--- config.mk ---
export PLATFORM = sky130hd
export DESIGN_NAME = rms_clock_select
export DESIGN_NICKNAME = d
export VERILOG_FILES = /design/src/verilog/rms_pkg.sv /design/src/verilog/rms_clock_select.sv
export SDC_FILE = /design/constraint.sdc
export NUM_CORES = 1
export LEC_CHECK = 0
export BUFFER_PORTS_ARGS = -buffer_cell sky130_fd_sc_hd__buf_2
export CELL_PAD_IN_SITES_DETAIL_PLACEMENT = 1
export CELL_PAD_IN_SITES_GLOBAL_PLACEMENT = 2
export CORE_AREA = 2 2 223 225
export CTS_CLUSTER_DIAMETER = 50
export DETAILED_ROUTE_END_ITERATION = 6
export DIE_AREA = 0 0 225 227
export GPL_ROUTABILITY_DRIVEN = 1
export PLACE_DENSITY = 0.64
export SLEW_MARGIN = 10
export SYNTH_ARGS = -nofsm -noshare
export SYNTH_HDL_FRONTEND = slang
export SYNTH_SLANG_ARGS = --single-unit
--- constraint.sdc ---
create_clock -name SYS_CLK -period 6.3 [get_ports SYS_CLK]
set_clock_uncertainty 0.1 [all_clocks]
set_input_delay 0.945 -clock SYS_CLK [delete_from_list [all_inputs] [get_ports SYS_CLK]]
set_output_delay 0.945 -clock SYS_CLK [all_outputs]
set_load 0.005 [all_outputs]
--- src/verilog/rms_pkg.sv ---
// package for the reference-mode clock select block
// assumes one 10 MHz system clock and a classic wishbone register bus
package rms_pkg;

   // ==========================================================
   // clock and timing
   localparam int unsigned CLK_HZ = 10_000_000;
   localparam int unsigned CLK_PERIOD_NS = 100;
   // reference counts as absent after this long without a rising edge
   localparam int unsigned REF_LOSS_NS = 40_000;
   localparam int unsigned LOSS_W = 9;
   localparam logic [LOSS_W-1:0] LOSS_CYC = LOSS_W'(REF_LOSS_NS / CLK_PERIOD_NS);
   // consecutive clean edges needed in locking, after the edge that starts locking, before following the reference
   localparam int unsigned EDGE_W = 3;
   localparam logic [EDGE_W-1:0] LOCK_EDGES = 3'h4;

   // ==========================================================
   // fallback sample rates
   localparam int unsigned RATE_44K1_HZ = 44_100;
   localparam int unsigned RATE_48K_HZ = 48_000;
   localparam int unsigned RATE_88K2_HZ = 88_200;
   localparam int unsigned RATE_96K_HZ = 96_000;
   localparam int unsigned DIV_W = 8;
   localparam logic [DIV_W-1:0] DIV_44K1 = DIV_W'(CLK_HZ / RATE_44K1_HZ);
   localparam logic [DIV_W-1:0] DIV_48K = DIV_W'(CLK_HZ / RATE_48K_HZ);
   localparam logic [DIV_W-1:0] DIV_88K2 = DIV_W'(CLK_HZ / RATE_88K2_HZ);
   localparam logic [DIV_W-1:0] DIV_96K = DIV_W'(CLK_HZ / RATE_96K_HZ);

   typedef enum logic [1:0] {RATE_44K1 = 2'h0, RATE_48K = 2'h1, RATE_88K2 = 2'h2, RATE_96K = 2'h3} rms_rate_t;
   typedef enum logic [1:0] {MODE_SLAVE = 2'h0, MODE_MASTER = 2'h1, MODE_FREE = 2'h3} rms_mode_t;
   localparam logic [1:0] MODE_ILLEGAL = 2'h2;
   typedef enum logic [1:0] {SYNC_INTERNAL = 2'h0, SYNC_LOCKING = 2'h1, SYNC_FOLLOW = 2'h3} rms_sync_t;

   // ==========================================================
   // register map
   localparam int unsigned ADR_W = 4;
   localparam logic [ADR_W-1:0] REG_CTRL = 4'h0;
   localparam logic [ADR_W-1:0] REG_STATUS = 4'h4;
   localparam logic [ADR_W-1:0] REG_IRQ_STAT = 4'h8;
   localparam logic [ADR_W-1:0] REG_IRQ_MASK = 4'hc;

   typedef struct packed {
      logic term75;
      rms_rate_t rate;
      rms_mode_t mode;
   } rms_ctrl_t;
   localparam rms_ctrl_t CTRL_RESET = '{term75: 1'b0, rate: RATE_48K, mode: MODE_SLAVE};

   typedef struct packed {
      logic ref_error;
      logic ref_present;
      logic locked;
      logic fallback_active;
   } rms_status_t;

   typedef struct packed {
      logic err_seen;
      logic locked;
      logic fallback;
   } rms_irq_t;
   localparam rms_irq_t IRQ_RESET = '0;

   // ==========================================================
   // audio carrier
   localparam int unsigned SAMPLE_W = 24;
   localparam int unsigned COPIES = 4;
   typedef struct packed {
      logic [SAMPLE_W-1:0] left;
      logic [SAMPLE_W-1:0] right;
   } rms_pair_t;

endpackage
--- src/verilog/rms_clock_select.sv ---
// reference-mode clock select: sample-clock source, reference port direction, fallback rate
// assumes audio pairs come from logic on SYS_CLK; reference pins are asynchronous
//
// Implementation choices: the register offsets and the Wishbone interface to the registers.
`timescale 1ns/1ps
module rms_clock_select
(
   // system
   input wire logic SYS_CLK,
   input wire logic RSTN,
   // wishbone slave
   input wire logic WB_CYC_I,
   input wire logic WB_STB_I,
   input wire logic WB_WE_I,
   input wire logic [rms_pkg::ADR_W-1:0] WB_ADR_I,
   input wire logic [31:0] WB_DAT_I,
   input wire logic [3:0] WB_SEL_I,
   output logic [31:0] WB_DAT_O,
   output logic WB_ACK_O,
   // reference port
   input wire logic REF_I,
   input wire logic REF_ERR_I,
   output logic REF_O,
   output logic REF_OE,
   output logic REF_TERM_EN,
   // audio
   input wire rms_pkg::rms_pair_t PAIR12_IN,
   input wire rms_pkg::rms_pair_t PAIR34_IN,
   output rms_pkg::rms_pair_t [rms_pkg::COPIES-1:0] PAIR12_OUT,
   output rms_pkg::rms_pair_t [rms_pkg::COPIES-1:0] PAIR34_OUT,
   output logic SAMPLE_TICK,
   // status and interrupt
   output logic FALLBACK_ACTIVE,
   output logic IRQ
);
   import rms_pkg::*;

   // ==========================================================
   // state
   rms_ctrl_t ctrl;
   rms_irq_t irq_stat;
   rms_irq_t irq_mask;
   rms_sync_t sync_state;
   rms_sync_t next_sync;
   logic ref_meta;
   logic ref_sync;
   logic ref_prev;
   logic err_meta;
   logic err_sync;
   logic err_prev;
   logic [LOSS_W-1:0] loss_cnt;
   logic [EDGE_W-1:0] edge_cnt;
   logic [DIV_W-1:0] div_cnt;

   // ==========================================================
   // pin synchronisers; first stage feeds only the second
   always_ff @(posedge SYS_CLK or negedge RSTN)
   begin
      if (!RSTN)
      begin
         ref_meta <= 1'b0;
         ref_sync <= 1'b0;
         ref_prev <= 1'b0;
         err_meta <= 1'b0;
         err_sync <= 1'b0;
         err_prev <= 1'b0;
      end
      else
      begin
         ref_meta <= REF_I;
         ref_sync <= ref_meta;
         ref_prev <= ref_sync;
         err_meta <= REF_ERR_I;
         err_sync <= err_meta;
         err_prev <= err_sync;
      end
   end

   // ==========================================================
   // decode
   wire mode_slave = (ctrl.mode == MODE_SLAVE);
   wire mode_master = (ctrl.mode == MODE_MASTER);
   // reference edges only count in slave mode
   wire ref_rise = mode_slave & ref_sync & ~ref_prev;
   wire ref_err = mode_slave & err_sync;
   wire ref_lost = (loss_cnt == LOSS_CYC);
   wire following = (sync_state == SYNC_FOLLOW);
   wire [DIV_W-1:0] div_top = (ctrl.rate == RATE_44K1) ? DIV_44K1 :
                              (ctrl.rate == RATE_48K) ? DIV_48K :
                              (ctrl.rate == RATE_88K2) ? DIV_88K2 : DIV_96K;
   wire div_end = (div_cnt >= div_top - 1'b1);
   // divider runs free so a fallback tick is never more than one period away
   // a mode write leaves the follow state a cycle late; the fallback must still tick then
   wire next_tick = (following && mode_slave) ? ref_rise : div_end;
   wire ref_half = (div_cnt < (div_top >> 1));

   // ==========================================================
   // sync source selection
   always_comb
   begin
      next_sync = sync_state;
      unique case (sync_state)
         SYNC_INTERNAL:
         begin
            if (ref_rise && !ref_err)
               next_sync = SYNC_LOCKING;
         end
         SYNC_LOCKING:
         begin
            if (!mode_slave || ref_err || ref_lost)
               next_sync = SYNC_INTERNAL;
            else if (ref_rise && edge_cnt == LOCK_EDGES - 1'b1)
               next_sync = SYNC_FOLLOW;
         end
         SYNC_FOLLOW:
         begin
            if (!mode_slave || ref_err || ref_lost)
               next_sync = SYNC_INTERNAL;
         end
         default:
            next_sync = SYNC_INTERNAL;
      endcase
   end

   always_ff @(posedge SYS_CLK or negedge RSTN)
   begin
      if (!RSTN)
         sync_state <= SYNC_INTERNAL;
      else
         sync_state <= next_sync;
   end

   // ==========================================================
   // reference presence, lock count, fallback divider
   wire [LOSS_W-1:0] next_loss = (ref_rise) ? '0 : (ref_lost || !mode_slave) ? LOSS_CYC : loss_cnt + 1'b1;
   wire [EDGE_W-1:0] next_edge = (sync_state != SYNC_LOCKING) ? '0 : ref_rise ? edge_cnt + 1'b1 : edge_cnt;
   wire [DIV_W-1:0] next_div = div_end ? '0 : div_cnt + 1'b1;

   always_ff @(posedge SYS_CLK or negedge RSTN)
   begin
      if (!RSTN)
      begin
         loss_cnt <= LOSS_CYC;
         edge_cnt <= '0;
         div_cnt <= '0;
      end
      else
      begin
         loss_cnt <= next_loss;
         edge_cnt <= next_edge;
         div_cnt <= next_div;
      end
   end

   // ==========================================================
   // wishbone register file, one wait state
   wire wb_req = WB_CYC_I & WB_STB_I & ~WB_ACK_O;
   wire wb_wr = wb_req & WB_WE_I & WB_SEL_I[0];
   wire hit_ctrl = (WB_ADR_I == REG_CTRL);
   wire hit_status = (WB_ADR_I == REG_STATUS);
   wire hit_stat = (WB_ADR_I == REG_IRQ_STAT);
   wire hit_mask = (WB_ADR_I == REG_IRQ_MASK);
   wire rms_ctrl_t wr_ctrl = rms_ctrl_t'(WB_DAT_I[$bits(rms_ctrl_t)-1:0]);
   // the unused mode code is refused and the old mode kept
   wire rms_mode_t wr_mode = (WB_DAT_I[1:0] == MODE_ILLEGAL) ? ctrl.mode : wr_ctrl.mode;
   wire rms_ctrl_t next_ctrl = (wb_wr && hit_ctrl) ?
                               rms_ctrl_t'{term75: wr_ctrl.term75, rate: wr_ctrl.rate, mode: wr_mode} : ctrl;
   wire rms_status_t status = '{ref_error: ref_err, ref_present: mode_slave & ~ref_lost, locked: following,
                                fallback_active: ~following};
   wire rms_irq_t irq_evt = '{err_seen: mode_slave & err_sync & ~err_prev,
                              locked: (next_sync == SYNC_FOLLOW) & ~following,
                              fallback: following & (next_sync != SYNC_FOLLOW)};
   wire rms_irq_t irq_clr = (wb_wr && hit_stat) ? rms_irq_t'(WB_DAT_I[$bits(rms_irq_t)-1:0]) : '0;
   // a new event wins over a clear in the same cycle
   wire rms_irq_t next_stat = (irq_stat & ~irq_clr) | irq_evt;
   wire rms_irq_t next_mask = (wb_wr && hit_mask) ? rms_irq_t'(WB_DAT_I[$bits(rms_irq_t)-1:0]) : irq_mask;
   wire [31:0] rd_word = hit_ctrl ? 32'(ctrl) :
                         hit_status ? 32'(status) :
                         hit_stat ? 32'(irq_stat) :
                         hit_mask ? 32'(irq_mask) : 32'h0000_0000;

   always_ff @(posedge SYS_CLK or negedge RSTN)
   begin
      if (!RSTN)
      begin
         ctrl <= CTRL_RESET;
         irq_stat <= IRQ_RESET;
         irq_mask <= IRQ_RESET;
         WB_ACK_O <= 1'b0;
         WB_DAT_O <= '0;
         IRQ <= 1'b0;
      end
      else
      begin
         ctrl <= next_ctrl;
         irq_stat <= next_stat;
         irq_mask <= next_mask;
         WB_ACK_O <= wb_req;
         WB_DAT_O <= wb_req ? rd_word : '0;
         IRQ <= |(irq_stat & irq_mask);
      end
   end

   // ==========================================================
   // reference port and sample tick
   always_ff @(posedge SYS_CLK or negedge RSTN)
   begin
      if (!RSTN)
      begin
         REF_OE <= 1'b0;
         REF_O <= 1'b0;
         REF_TERM_EN <= 1'b0;
         SAMPLE_TICK <= 1'b0;
         FALLBACK_ACTIVE <= 1'b1;
      end
      else
      begin
         REF_OE <= mode_master;
         REF_O <= mode_master & ref_half;
         REF_TERM_EN <= mode_slave & ctrl.term75;
         SAMPLE_TICK <= next_tick;
         FALLBACK_ACTIVE <= (next_sync != SYNC_FOLLOW);
      end
   end

   // ==========================================================
   // output copies; converter keeps running whatever the source
   for (genvar g = 0; g < COPIES; g++)
   begin : g_copy
      always_ff @(posedge SYS_CLK or negedge RSTN)
      begin
         if (!RSTN)
         begin
            PAIR12_OUT[g] <= '0;
            PAIR34_OUT[g] <= '0;
         end
         else if (next_tick)
         begin
            PAIR12_OUT[g] <= PAIR12_IN;
            PAIR34_OUT[g] <= PAIR34_IN;
         end
      end
   end
endmodule

==> key figures, run 1 <==
Timing
  • Final setup fails: 0
  • Fin. max-slew vios: 0
  • Crit share post-route: 66.9%
  • RSZ-0062 raised after global routing: false
  • Max-slew headroom: 23.9%
  • Worst-Margin Slew: 1.14 ns
  • Worst Slack Setup Final: 2.09 ns
  • Max Fclk: 237 MHz
  • Min Clock Period, post-route: 4.21 ns
  • Final Hold Fails: 0
  • Setup TNS: 0 ns

Synth
  • Synthesized cell area: 8960 um^2
  • Mean Syn Cell Area: 9.26 um^2
  • Sequential cell area fraction in the yosys report: 41.1%
  • Distinct cells, synth: 53
  • Post-Synthesis Cells: 968
  • Top cells by area, synth: dfrtp_1, buf_4, o21ai_0
  • Post-synth EDFFs: 0
  • Yosys warning count: 0
  • Area leader, netlist: dfrtp_1
  • Share of flip-flops with an asynchronous set or reset: 100%
  • Top cell type's share of synthesized area: 39.6%
  • Seq cells post-synth: 147
  • Synth Flop Type: dfrtp_1

Clock network
  • CTS Buf Count: 17
  • Worst-Skew Late Latency: 0.47 ns
  • CTS resizes: 0
  • Root Driver: clkbuf_16
  • CTS Hold Bufs: 0
  • H-tree levels: 4
  • Post-CTS setup buffers: 0
  • Clock Path Buffers: 2
  • CTS tree: built
  • Clock-pin slew on the worst setup and hold paths: 0.07 ns
  • CTS sink count: 147

Global routing
  • Largest net degree at the start of global routing: 97
  • Total gr overflow: 0
  • Global-route wire length before repair: 40800 um
  • Initial antenna violation count: 2
  • Overall Global Routing Usage: 10.6%
  • Vias in the first global route: 6800

Worst setup path
  • Crit path kind: reg2reg
  • Worst Path Arrival: 4.44 ns
  • Reg2reg start: ctrl[2]
  • CP top delay family: compound AO/OA/AOI/OAI gates
  • Cells along the critical path: inv_1, ha_1, inv_1, ha_1, ha_1, a2111oi_4, o21ba_4, or2_4, buf_4, o21ai_0
  • Worst Path Required: 6.53 ns
  • CP Launch Type: flip-flop
  • Crit. End Element: flip-flop
  • CP max stage delay: 0.70 ns
  • Worst path buffer plus inverter count: 3
  • Crit-path max FO: 59
  • Slowest-stage cell, CP: or2_4
  • Cell mode on critical path: ha_1
  • CP startpoint: ctrl[2]

Cells and area
  • Commonest cells after routing, fill and taps aside: buf_2, o21ai_0, dfrtp_1, inv_1, o21ai_2
  • Fill cell count: 5877
  • Most common cell after layout, fill and taps aside: buf_2
  • Share of layout cells above drive strength 1: 49.6%
  • N_diodes: 0
  • Final core occ: 21.6%
  • Final Cell Area: 10500 um^2
  • # nets final: 1344
  • Synth-to-Final Area Change: 17.0%

Detailed routing
  • Drt drc: 0
  • Final ANT Viol Nets: 0
  • Routed len/inst: 15.2 um
  • Iter 0 DRT Violations: 317
  • Vias per std cell: 3.76
  • DRT Wirelength: 27600 um
  • Vias: 6811
  • Router iterations before antenna repair: 4

Placed design
  • DP Area: 9870 um^2
  • Gpl congestion: 0.695
  • Post-DP HPWL: 20600 um
  • Worst slack, placed: 1.95 ns
  • Port Buf Inserts: 508

Floorplan
  • Die Span Y: 227 um
  • I/O pin total: 566
  • Row cnt: 81
  • Core area: 48500 um^2
  • Initial Util: 18.5%
  • Die Area: 51100 um^2
  • Chip width: 225 um

Power
  • LEAKAGE: 5.23 nW
  • PwrDens: 458 nW/um^2
  • Final total power: 4.80 mW
  • Peak supply drop: 0.196 mV

Worst hold path
  • Hold wc startpoint: err_meta
  • Worst hold path class: reg2reg

Status
  • Outcome: complete, no violations

Flow run
  • Max Cap Viol: 0
-- worst paths after layout --
kind	endpoint	slack (ns)	cells past startpoint
max	PAIR34_OUT[23]	2.09	10
min	err_sync	0.26	0
max reg2reg	PAIR34_OUT[23]	2.09	10
min reg2reg	err_sync	0.26	0
max in group asynchronous	loss_cnt[6]	4.19	2
min in group asynchronous	irq_stat[1]	0.36	1
-- state kept, by name (all words and copies together), names as in the netlist, 2 cells and up --
register    flops
sync_state      2
WB_DAT_O        5
edge_cnt        3
ctrl            5
irq_mask        3
div_cnt         8
irq_stat        3
PAIR12_OUT     48
loss_cnt        9
PAIR34_OUT     48
-- report_power, final --
group          switching [mW]  internal, mW  total (mW)
Sequential              0.459          1.28        1.74
Combinational           0.985         0.997        1.98
Clock                   0.506         0.571        1.08
Total                    1.95          2.85        4.80
-- worst register-to-register path, delay by kind of cell, from the launching register on --
family          cells  cell delay (ns)
compound gates      3             1.06
fa+ha+maj           3             0.76
buf+inv             3             0.86
flops               1             0.58
simple gates        1             0.71
-- synth_stat cells, types with 9 or more instances --
library cell / n
nand3_1: 11
ha_1: 23
xor2_1: 9
nor3_1: 11
o21ai_0: 150
nor2_1: 18
buf_4: 316
o21ai_1: 19
inv_1: 114
clkbuf_1: 22
a21oi_1: 12
dfrtp_1: 142
nand2_1: 22
o21ai_2: 30
-- routing by layer --
layer | routed length (um) | global-route usage, %
met5 | 13 | 0
met4 | 486 | 3.95
met3 | 1940 | 3.28
met2 | 13900 | 18.3
met1 | 11300 | 12.3
-- kinds of logic (layout without fill, tap and decap cells) --
logic type | after synthesis | count (layout) | share of synthesized area (%)
AO/OA/AOI/OAI | 229 | 229 | 15.0
XOR/XNOR | 14 | 14 | 1.37
adder cells (fa/ha/maj) | 23 | 23 | 3.21
buffers and inverters | 461 | 658 | 33.4
flip-flops | 147 | 147 | 41.1
multiplexers | 7 | 7 | 0.977
other | 1 | 27 | 0.0418
AND/OR/NAND/NOR | 86 | 86 | 4.91
-- layout make-up --
cell class                 count  area [um^2]  area share (%)
sequential                   147         3680            35.1
inverter                     114          428            4.08
multi-input combinational    386         2400            22.9
timing repair buffer         512         2580            24.6
tap                          622          778            7.42
clock inverter                15          193            1.84
clock buffer                  17          425            4.06
-- per-stage QoR --
step / hold WS (ns) / std cells
3_5_place_dp: 0.244 / 1781
2_1_floorplan: 0.231 / 994
3_3_place_gp: 0.236 / 1781
6_report: 0.257 / 1813
4_1_cts: 0.262 / 1813
5_1_grt: 0.270 / 1813
No activity file was read; power rests on OpenSTA's default activity.
==> inputs of run 2 (changes only) <==
- CORE_AREA: 2 2 223 225 -> 2 2 219 221
- DIE_AREA: 0 0 225 227 -> 0 0 221 223
- PLACE_DENSITY: 0.64 -> 0.66
- clock period: 6.3 -> 4.28 ns (I/O delays scaled with it)
==> key figures, run 2 (same netlist as run 1, synthesis figures left out) <==
Clock network
  • Clock Path Buffers: 2
  • H-tree levels: 4
  • Root Driver: clkbuf_16
  • CTS Hold Bufs: 0
  • CTS sink count: 147
  • Post-CTS setup buffers: 0
  • Worst-Skew Late Latency: 0.48 ns
  • CTS Buf Count: 17
  • CTS resizes: 0
  • Clock-pin slew on the worst setup and hold paths: 0.07 ns
  • CTS tree: built

Worst setup path
  • Crit. End Element: flip-flop
  • Worst reg2reg endpoint: PAIR12_OUT[24]
  • Worst Path Required: 4.57 ns
  • Crit path kind: reg2reg
  • CP Launch Type: flip-flop
  • Worst R2R Setup Slack: 1.08 ns
  • Reg2reg start: ctrl[3]
  • Cell mode on critical path: ha_1
  • Worst Path Arrival: 3.48 ns
  • FF-to-FF path depth: 12
  • Cells along the critical path: inv_1, ha_1, inv_1, ha_1, and4_1, ha_1, nand2_1, a211o_1, o21ba_4, or2_4, buf_12, o21ai_0
  • Crit-path max FO: 34
  • CP max stage delay: 0.44 ns
  • Slowest-stage cell, CP: dfrtp_1

Timing
  • Final Hold Fails: 0
  • Max-slew headroom: 32.1%
  • Crit share post-route: 74.8%
  • Fin. max-slew vios: 0
  • Min Clock Period, post-route: 3.20 ns
  • Max Fclk: 313 MHz
  • RSZ-0062 raised after global routing: false
  • Final setup fails: 0
  • Worst-Margin Slew: 1.01 ns
  • Setup TNS: 0 ns

Global routing
  • Vias in the first global route: 6700
  • Initial antenna violation count: 2
  • Total gr overflow: 0
  • Overall Global Routing Usage: 11.2%
  • Largest net degree at the start of global routing: 97
  • Global-route wire length before repair: 42000 um

Cells and area
  • Final core occ: 22.3%
  • Fill cell count: 5711
  • N_diodes: 0
  • Finished Layout Cells: 1810
  • Share of layout cells above drive strength 1: 49.7%
  • Biggest regs: PAIR12_OUT: 48 flops, PAIR34_OUT: 48 flops, loss_cnt: 9 flops
  • # nets final: 1348
  • Synth-to-Final Area Change: 17.3%
  • Commonest cells after routing, fill and taps aside: buf_2, o21ai_0, dfrtp_1, inv_1, o21ai_2
  • Most common cell after layout, fill and taps aside: buf_2

Placed design
  • Gpl congestion: 0.743
  • Port Buf Inserts: 508
  • Inst Count DP: 1778
  • Post-DP HPWL: 20800 um

Floorplan
  • Die Span Y: 223 um
  • Chip width: 221 um
  • Row cnt: 80
  • Core area: 47100 um^2
  • Initial Util: 19.0%
  • Die Area: 49300 um^2
  • I/O pin total: 566

Detailed routing
  • Drt drc: 0
  • Iter 0 DRT Violations: 208
  • DRT Wirelength: 27800 um
  • Vias per std cell: 3.77
  • Routed len/inst: 15.3 um
  • Router iterations before antenna repair: 4
  • Final ANT Viol Nets: 0
  • Vias: 6824

Power
  • LEAKAGE: 5.26 nW
  • P_int: 4.21 mW
  • Clock Power Share: 22.0%
  • Sw Ratio: 40.6%
  • Switch Pwr: 2.87 mW
  • Logic gate share of total power: 41.7%
  • Peak supply drop: 0.248 mV
  • Flop pwr share: 36.2%
  • PwrDens: 673 nW/um^2

Status
  • Outcome: complete, no violations

Flow run
  • Max Cap Viol: 0

Worst hold path
  • Worst hold path class: in2async
## run 2: worst max-delay path by stage
| stage | start | endpoint | slack (ns) |
|---|---|---|---|
| global placement | ctrl[2] | PAIR12_OUT[47] | 1.06 |
| global route | ctrl[3] | PAIR34_OUT[140] | 0.79 |
| detailed placement | ctrl[2] | PAIR12_OUT[15] | 1.05 |
| finish | ctrl[3] | PAIR12_OUT[24] | 1.08 |
| floorplan | ctrl[3] | PAIR12_OUT[31] | 1.53 |
| CTS | ctrl[2] | PAIR12_OUT[47] | 1.03 |
## run 2: per-stage QoR
| step | instance area, um^2 | hold slack (ns) | setup WS, ns | total power [mW] |
|---|---|---|---|---|
| after detailed placement | 9920 | 0.243 | 1.05 | 5.65 |
| after CTS | 10500 | 0.108 | 1.03 | 7.29 |
| after global placement | 9920 | 0.232 | 1.06 | 5.57 |
| after global routing | 10500 | 0.121 | 0.793 | 7.68 |
| after floorplan | 9060 | 0.231 | 1.53 | 5.16 |
| final | 10500 | 0.103 | 1.08 | 7.08 |
## run 2: area by class of cell
| cell class | count | area (um^2) | area share, % |
|---|---|---|---|
| sequential | 147 | 3680 | 35.0 |
| inverter | 114 | 428 | 4.07 |
| tap | 615 | 769 | 7.32 |
| clock inverter | 14 | 161 | 1.53 |
| clock buffer | 18 | 429 | 4.08 |
| multi-input combinational | 386 | 2400 | 22.8 |
| timing repair buffer | 516 | 2650 | 25.2 |
## run 2: power groups by stage
| stage | registers (mW) | logic [mW] | clock network [mW] |
|---|---|---|---|
| after floorplan | 2.43 | 2.73 | 0 |
| after global placement | 2.59 | 2.99 | 0 |
| after detailed placement | 2.63 | 3.03 | 0 |
| after CTS | 2.61 | 3.03 | 1.65 |
| after global routing | 2.68 | 3.29 | 1.71 |
| final | 2.57 | 2.95 | 1.56 |
## run 2: per-layer routing
layer / vias to the layer above / track usage [%] / routed length [um]
met5: - / 0 / 27
met4: 4 / 4.89 / 640
met3: 32 / 3.53 / 1810
met2: 296 / 18.5 / 13600
met1: 3294 / 13.5 / 11700
li1: 3198 / - / -
## run 2: critical path, delay by kind of cell, from the launching register on
family	cells	cell delay, ns
buffers and inverters	3	0.45
AOI/OAI and AO/OA	3	0.67
DFF	1	0.44
adders and majority gates	3	0.70
and+or+nand+nor	3	0.70
